## config.mk

```make
export PLATFORM = sky130hd
export DESIGN_NAME = pmas_status_bank
export DESIGN_NICKNAME = d
export VERILOG_FILES = /design/src/rtl/pmas_pkg.sv /design/src/rtl/pmas_irq_gate.sv /design/src/rtl/pmas_status_bank.sv
export VERILOG_INCLUDE_DIRS = /design/src /design/src/rtl
export SDC_FILE = /design/constraint.sdc
export NUM_CORES = 1
export LEC_CHECK = 0
export BUFFER_PORTS_ARGS = -buffer_cell sky130_fd_sc_hd__buf_2
export CORE_MARGIN = 2
export CORE_UTILIZATION = 52
export DETAILED_ROUTE_END_ITERATION = 8
export PLACE_DENSITY_LB_ADDON = 0.12
export REMOVE_ABC_BUFFERS = 1
export SKIP_CTS_REPAIR_TIMING = 1
export SYNTH_ARGS = -nofsm -noshare
export SYNTH_HDL_FRONTEND = slang
export SYNTH_SLANG_ARGS = --single-unit
export TNS_END_PERCENT = 10
```

## constraint.sdc

```tcl
create_clock -name clk_in -period 1.81 [get_ports clk_in]
set_input_delay 0 -clock clk_in [delete_from_list [all_inputs] [get_ports clk_in]]
set_output_delay 0 -clock clk_in [all_outputs]
set_load 0.01 [all_outputs]
```

## src/rtl/pmas_params.svh

```systemverilog
// offsets, field positions, reset values and timing counts for the status bank
`ifndef PMAS_PARAMS_SVH
`define PMAS_PARAMS_SVH
`define PMAS_IDX_PORT       1'b0
`define PMAS_DATA_PORT      1'b1
`define PMAS_OFF_SMI_STATUS_ONE  8'h74
`define PMAS_OFF_PINACT     8'h75
`define PMAS_OFF_ACT0       8'h77
`define PMAS_OFF_ACT1       8'h78
`define PMAS_RESET_VAL      8'h00
`define PMAS_SOFT_BIT       7
`define PMAS_CTRL_SOFT_BIT  1
`define PMAS_PINACT_MASK    8'hfc
`define PMAS_ACT0_MASK      8'hfe
`define PMAS_ACT1_MASK      8'h20
`define PMAS_SOFT_MASK      8'h80
`define PMAS_RELEASE_NS     60
`define PMAS_CLK_NS         20
`define PMAS_RELEASE_CYC    (`PMAS_RELEASE_NS / `PMAS_CLK_NS)
`endif

```

## src/rtl/pmas_pkg.sv

```systemverilog
// types shared by the status bank
package pmas_pkg;
  typedef struct packed {
    logic parallel_port_act;
    logic serial_port_act;
    logic keyboard_act;
    logic floppy_ctrl_act;
    logic disk_ctrl_act;
    logic addr_range0_act;
    logic dma_req_act;
    logic pci_master_act;
  } pmas_src_t;
  typedef struct packed {
    logic       wr;
    logic       rd;
    logic       port;
    logic [7:0] data;
  } pmas_io_t;
endpackage

```

## src/rtl/pmas_irq_gate.sv

```systemverilog
// management interrupt gating of status bits with their enables
`timescale 1ns/1ns
`include "pmas_params.svh"
module pmas_irq_gate
  import pmas_pkg::*;
(
  input  wire logic       clk_in,
  input  wire logic       rst_in,
  input  wire logic [7:0] soft_in,
  input  wire logic [7:0] pinact_in,
  input  wire logic [7:0] pinact_en_in,
  input  wire logic       soft_en_in,
  output logic            mgmt_irq_n_out
);
  logic cause;
  // one register stage keeps release well inside the allowed window
  assign cause = (soft_en_in & |(soft_in & `PMAS_SOFT_MASK))
               | |(pinact_in & pinact_en_in & `PMAS_PINACT_MASK);
  always_ff @(posedge clk_in or posedge rst_in) begin
    if (rst_in) begin
      mgmt_irq_n_out <= 1'b1;
    end else begin
      mgmt_irq_n_out <= ~cause;
    end
  end
endmodule

```

## src/rtl/pmas_status_bank.sv

```systemverilog
// indexed status registers for management interrupt and activity sources
`timescale 1ns/1ns
`include "pmas_params.svh"
// Notes on behaviour
// - control bit 1 write sets soft flag
// - timer sets inactivity bit, activity clears it
// - writing one clears a set inactivity bit
// - status updates ungated; interrupt needs enable
// - inactivity bits: par,ser,kbd,fdd,hdd,ar0 7..2
// - activity sticky until w1c, reset, auto-doze
// - activity recorded regardless of enables
// - activity0 bits: dma,pci,par,ser,kbd,fdd,hdd
// - activity1 bit5 address range 0
// - all status registers reset to zero
// - output is gated OR, released quickly
module pmas_status_bank
  import pmas_pkg::*;
(
  input  wire logic       clk_in,
  input  wire logic       rst_in,
  input  wire pmas_io_t   io_in,
  input  wire logic       soft_req_in,
  input  wire pmas_src_t  act_in,
  input  wire logic [5:0] periph_timeout_in,
  input  wire logic [7:0] pinact_en_in,
  input  wire logic       soft_en_in,
  input  wire logic       auto_pm_in,
  input  wire logic       doze_entry_in,
  output logic [7:0]      rd_data_out,
  output logic            mgmt_irq_n_out
);
  logic [7:0] index;
  logic [7:0] smi_status_one;
  logic [7:0] peripheral_inactivity_status;
  logic [7:0] activity_status_zero;
  logic [7:0] activity_status_one;
  logic [7:0] act0_vec;
  logic [7:0] act1_vec;
  logic [7:0] pin_act_vec;
  logic [7:0] pin_set_vec;
  logic [7:0] wr_mask0;
  logic [7:0] wr_mask1;
  logic [7:0] wr_mask_p;
  logic [7:0] wr_mask_s;
  logic       data_wr;

  // everything the mask depends on is an argument, so the assigns re-evaluate
  function automatic logic [7:0] w1c_mask(input logic       wr,
                                          input logic [7:0] idx,
                                          input logic [7:0] wdata,
                                          input logic [7:0] off);
    w1c_mask = (wr && idx == off) ? wdata : 8'h00;
  endfunction

  assign data_wr = io_in.wr & (io_in.port == `PMAS_DATA_PORT);
  assign act0_vec = {act_in.dma_req_act, act_in.pci_master_act,
                     act_in.parallel_port_act, act_in.serial_port_act,
                     act_in.keyboard_act, act_in.floppy_ctrl_act,
                     act_in.disk_ctrl_act, 1'b0};
  assign act1_vec = {2'b00, act_in.addr_range0_act, 5'b00000};
  assign pin_act_vec = {act_in.parallel_port_act, act_in.serial_port_act,
                        act_in.keyboard_act, act_in.floppy_ctrl_act,
                        act_in.disk_ctrl_act, act_in.addr_range0_act,
                        2'b00};
  assign pin_set_vec = {periph_timeout_in, 2'b00};
  assign wr_mask0  = w1c_mask(data_wr, index, io_in.data, `PMAS_OFF_ACT0);
  assign wr_mask1  = w1c_mask(data_wr, index, io_in.data, `PMAS_OFF_ACT1);
  assign wr_mask_p = w1c_mask(data_wr, index, io_in.data, `PMAS_OFF_PINACT);
  assign wr_mask_s = w1c_mask(data_wr, index, io_in.data,
                              `PMAS_OFF_SMI_STATUS_ONE);

  always_ff @(posedge clk_in or posedge rst_in) begin
    if (rst_in) begin
      index <= 8'h00;
    end else if (io_in.wr && io_in.port == `PMAS_IDX_PORT) begin
      index <= io_in.data;
    end
  end

  // the set from the control write wins over a clear in the same cycle
  always_ff @(posedge clk_in or posedge rst_in) begin
    if (rst_in) begin
      smi_status_one <= `PMAS_RESET_VAL;
    end else if (soft_req_in) begin
      smi_status_one <= `PMAS_SOFT_MASK;
    end else begin
      smi_status_one <= smi_status_one & ~wr_mask_s;
    end
  end

  // activity clearing outranks a timeout that lands in the same cycle
  always_ff @(posedge clk_in or posedge rst_in) begin
    if (rst_in) begin
      peripheral_inactivity_status <= `PMAS_RESET_VAL;
    end else begin
      peripheral_inactivity_status <=
        ((peripheral_inactivity_status & ~wr_mask_p) | pin_set_vec)
        & ~pin_act_vec & `PMAS_PINACT_MASK;
    end
  end

  // doze or standby entry clears only when auto management is on
  always_ff @(posedge clk_in or posedge rst_in) begin
    if (rst_in) begin
      activity_status_zero <= `PMAS_RESET_VAL;
      activity_status_one  <= `PMAS_RESET_VAL;
    end else if (auto_pm_in && doze_entry_in) begin
      activity_status_zero <= act0_vec;
      activity_status_one  <= act1_vec;
    end else begin
      activity_status_zero <= ((activity_status_zero & ~wr_mask0) | act0_vec)
                              & `PMAS_ACT0_MASK;
      activity_status_one  <= ((activity_status_one & ~wr_mask1) | act1_vec)
                              & `PMAS_ACT1_MASK;
    end
  end

  always_ff @(posedge clk_in or posedge rst_in) begin
    if (rst_in) begin
      rd_data_out <= 8'h00;
    end else if (io_in.port == `PMAS_IDX_PORT) begin
      rd_data_out <= index;
    end else begin
      case (index)
        `PMAS_OFF_SMI_STATUS_ONE: rd_data_out <= smi_status_one;
        `PMAS_OFF_PINACT:    rd_data_out <= peripheral_inactivity_status;
        `PMAS_OFF_ACT0:      rd_data_out <= activity_status_zero;
        `PMAS_OFF_ACT1:      rd_data_out <= activity_status_one;
        default:             rd_data_out <= 8'h00;
      endcase
    end
  end

  pmas_irq_gate u_gate (
    .clk_in         (clk_in),
    .rst_in         (rst_in),
    .soft_in        (smi_status_one),
    .pinact_in      (peripheral_inactivity_status),
    .pinact_en_in   (pinact_en_in),
    .soft_en_in     (soft_en_in),
    .mgmt_irq_n_out (mgmt_irq_n_out)
  );
endmodule

```

# --- Yosys cells after proc, flatten, opt, wreduce, memory -nomap -nowiden ---
# Cells that the tools add are included.
totals:
  out_inout_bits: 9
  regBits: 45
  in_bits: 39
op_classes:
  bitwise_logic: 19
  n_eq_ne: 4
  n_reduce_logical: 7
  n_mux: 9
op_table:
  columns: ["cell", "count"]
  rows:
  - ["8-bit two-way mux", 6]
  - ["8-bit AND", 5]
  - ["8-bit by 7-bit equality test with 1-bit output, second input constant", 4]
  - ["8-bit inverter", 4]
  - ["8-bit case mux with 4 select lines", 1]
  - ["8-bit bitwise OR", 2]
  - ["6-bit two-way mux", 2]
  - ["6-bit AND", 1]
  - ["1-bit logical AND", 6]
  - ["6-bit inverter", 1]
  - ["6-bit bitwise OR", 1]
  - ["6-bit OR reduction", 1]
  - ["1-bit AND", 2]
  - ["1-bit inverter", 2]
  - ["1-bit bitwise OR", 1]

# --- Depth between registers and ports, before layout ---
logic_depth:
  ltp_word: 7
  depth_mapped: 6
  ltp_nobuf: 4

# --- Modules after synthesis ---
# Synthesis repeated with hierarchy kept, for this count alone.
hier_totals:
  cells_unflattened: 186
  hier_area_um2: 1901.8
modules_own_cells:
  columns: ["mod", "area_each_um2", "seq_area_each_um2", "cells_per_inst", "n_inst"]
  rows:
  - ["pmas_status_bank", 1840.5, 950.9, 180, 1]
  - ["pmas_irq_gate", 61.3, 26.3, 6, 1]

# --- Worst setup path before layout ---
# OpenSTA, ideal clock, no wires.
synth_timing:
  kind: "reg2reg"
  from: "register index[0]"
  to: "register rd_data_out[5]"
  setup_ps: 139
  t_arrival_ps: 1275
  path_slack_ps: 396
  stages_incl_launch_ff: 7
  path_buffers: 2
  cell_sequence: "dfrtp_1 > buf_4 > and2_1 > clkbuf_1 > a32o_1 > a31oi_1 > o22ai_1"
synth_between:
  elab_chain_cells: 3
synth_lines:
  columns: ["element", "line_no", "source"]
  rows:
  - ["start, declared", "pmas_status_bank.sv:32", "logic [7:0] index;"]
  - ["start signal, assigned", "pmas_status_bank.sv:76", "index <= io_in.data;"]
  - ["8-bit by 7-bit equality test with 1-bit output", "pmas_status_bank.sv:124", "case (index)"]
  - ["8-bit case mux with 4 select lines (*)", "pmas_status_bank.sv:124", null]
  - ["8-bit two-way mux (*)", "pmas_status_bank.sv:121", "end else if (io_in.port == `PMAS_IDX_PORT) begin"]
  - ["end signal, assigned", "pmas_status_bank.sv:122", "rd_data_out <= index;"]
  - ["end signal, assigned", "pmas_status_bank.sv:125", "`PMAS_OFF_SMI_STATUS_ONE: rd_data_out <= smi_status_one;"]
  - ["end signal, assigned", "pmas_status_bank.sv:126", "`PMAS_OFF_PINACT: rd_data_out <= peripheral_inactivity_status;"]
  - ["end, declared", "pmas_status_bank.sv:29", "output logic [7:0] rd_data_out,"]
# Mark *: on every way between the ends. The rest lies on a longest branch, timed or not.
# A chain may end at the register's enable or synchronous reset.

# --- Worst setup path after layout ---
layout_timing:
  from: "register index[0]"
  to: "register rd_data_out[1]"
# The elaborated chain is that of the path after synthesis.

==> results.toml <==
[outcome]
outcome = "finished, final reports clean"

[grt]
grt_pass1_wl_um = 7189
track_usage = 0.2366
grt_pass1_vias = 1468
grt-ovfl-total = 0
grt_max_degree = 40
antenna_found_initial = 0

[sta]
slew_headroom = 0.6628
max_freq_mhz = 610.1
hold_viol_final = 0
worst_pin_slew_ns = 0.5048
final_max_slew_viol_count = 0
final.setup_skew_ns = 0.01175
setup_violations = 0
rsz0062_at_grt = "false"
final.setup.tns_ns = 0
finalWorstSetupSlack_ns = 0.1710
fin_crit_ns = 1.639
fin_crit_sh = 0.9055

[clocking]
cts.sinks = 39
clockBufferDepth = 2
h-tree-depth = 2
cts_tree = "yes"
cts_root_buffer = "clkbuf_4"
cts_made_buffers = 5
cts.clk_slew.worst_paths_ns = 0.11
clkLatencyLatePin_ns = 0.35

[pwr]
comb_power_share = 0.196
finalPower_uw = 1757
p_leak_uw = 0.001141
p_per_area_mw_per_mm2 = 715.2
p_sw_frac = 0.2868
ir_drop_mv = 0.4819
power_frac_seq = 0.565
p_sw_uw = 503.8
power.internal_uw = 1253
power_frac_clock = 0.239

[worst_setup_path]
critPathTopFamily = "compound AO/OA/AOI/OAI gates"
cp.required_ns = 2.04
cp_slowest_stage_delay_ns = 0.45
start_kind = "flip-flop"
worst-path-max-fanout = 8
slowest_stage = "dfrtp_1"
worstSetupPathType = "reg -> reg"
end_kind = "flip-flop"
crit_buf_inv = 1
arrival_ns = 1.87
path_cells = "buf_4 -> nor2_1 -> a22oi_1 -> o32ai_1"

[die]
fp.dieH_um = 63.25
boundaryPins = 48
core_mm2 = 0.003363
start_util = 0.5428
die_x_um = 63.25
placementRows = 21
die-area_mm2 = 0.004001

[route]
drt_iter0_drc = 122
viasPerCell = 5.673
wirelength_um = 4771
drc = 0
drtAntennaViolNets = 0
avgRoutedWirePerCell_um = 15.90
dr.pass1.iters = 5
vias = 1702

[hold_path]
hp-class = "in -> reg"

[synthesis]
synth_cell_types = 35
synth_area_mm2 = 0.001826
async_reset_ff_frac = 1.000
yosysWarnings = 0
ys_seq_elements = 39
synth_edf_count = 0
syn_avg_cell_area_um2 = 10.55
synthFlopType = "dfrtp_1"
ys_seq_area_frac = 0.5353
synthCells = 173

[final_layout]
area_growth_pct = 34.54
diodes = 0
fin_nets = 292
drive_gt1_frac = 0.2480
nFillCells = 269

[placement]
place_hpwl_um = 3219
dp_slack_ns = 0.1635
io_buffer_count = 44
gp_congestion = 0.9316

[job]
drv_cap = 0
[synthesized netlist by cell type (all sizes together), types with 2 or more instances]
cell    instances  area share
nor2            5       0.010
a21oi          15       0.041
nand2b          7       0.024
nor4            2       0.023
clkbuf          3      0.0062
inv            20       0.041
and3            2      0.0069
nand4b          2       0.026
a22o            3       0.014
nor2b           3       0.010
nand2          18       0.037
a31o            8       0.038
buf             2      0.0082
o21ai          14       0.038
a32oi           3       0.014
mux2i           2       0.011
o22ai           5       0.017
o32ai           3       0.014
dfrtp          38        0.52
a22oi           3       0.012
nand3           3      0.0082
[state kept, by name, summed over array words and instances, names as in the netlist]
signal and flops:
activity_status_one 1, u_gate.mgmt_irq_n_out 1, rd_data_out 8, peripheral_inactivity_status 6, index 8, activity_status_zero 7
smi_status_one 8
[power by group through the flow]
stage                     clock network (uW)  registers, uW  logic (uW)
after detailed placement                   0           1010         286
after CTS                                437            991         287
after global placement                     0           1000         279
final                                    420            993         344
after floorplan                            0           1010         153
after global routing                     473           1000         376
[cell families after synthesis]
| group | after synthesis | share of synthesized area |
|---|---|---|
| mux | 2 | 0.01097 |
| flops | 39 | 0.5353 |
| compound gates | 60 | 0.2207 |
| buf+inv | 25 | 0.05551 |
| simple gates | 47 | 0.1775 |
[final timing paths]
path | startpoint | endpoint | slack [ns] | cells past startpoint
setup / recovery | index[0]$_DFFE_PP0P_ | rd_data_out[1]$_DFF_PP0_ | 0.17 | 4
hold / removal | io_in[8] | rd_data_out[7]$_DFF_PP0_ | 0.05 | 2
setup reg to reg | index[0]$_DFFE_PP0P_ | rd_data_out[1]$_DFF_PP0_ | 0.17 | 4
hold reg to reg | smi_status_one[5]$_DFF_PP0_ | smi_status_one[5]$_DFF_PP0_ | 0.51 | 2
max in group asynchronous | rst_in | u_gate.mgmt_irq_n_out$_DFF_PP1_ | 1.14 | 4
min in group asynchronous | rst_in | activity_status_zero[6]$_DFF_PP0_ | 0.30 | 4
[stage by stage]
step,util,instance area [um^2],std cells,hold slack (ns)
global route,0.7303,2456,300,0.05269
global placement,0.6265,2107,262,0.1340
detailed placement,0.6265,2107,262,0.1445
finish,0.7303,2456,300,0.04860
CTS,0.6410,2156,270,-0.2417
floorplan,-,1799,168,0.06314
[routing by layer]
metal	global-route usage	part of all wire	up-vias
met1	0.3286	0.41	810
met3	0.07500	0.079	15
met2	0.3497	0.48	89
li1	-	-	788
met5	0	0	-
met4	0.08696	0.029	0
[layout make-up]
cell class	count	area, um^2	area share
clock buffer	8	48.80	0.01987
inverter	20	75.07	0.03057
multi-input combinational	109	747.0	0.3041
sequential	39	977.2	0.3979
tap	46	57.56	0.02343
timing repair buffer	78	550.5	0.2241
[placed cells by master (no fill, tap or decap), types with 2 or more instances in the layout]
cell type and n:
nor4_4 2, a32oi_1 3, dfrtp_1 38, nor2b_1 3, mux2i_1 2, nand2_1 18, nand3_1 3, o22ai_1 5
a22o_1 3, a22oi_1 3, dlygate4sd3_1 30, inv_2 2, buf_4 4, nand2b_1 7, nor2_1 5, and3_1 2
a21oi_1 15, nand4b_4 2, clkbuf_1 3, a31o_1 8, o21ai_1 5, clkbuf_4 5, buf_2 44, o21ai_0 9
inv_1 18, o32ai_1 3
Power figures use the tool's default switching activity.
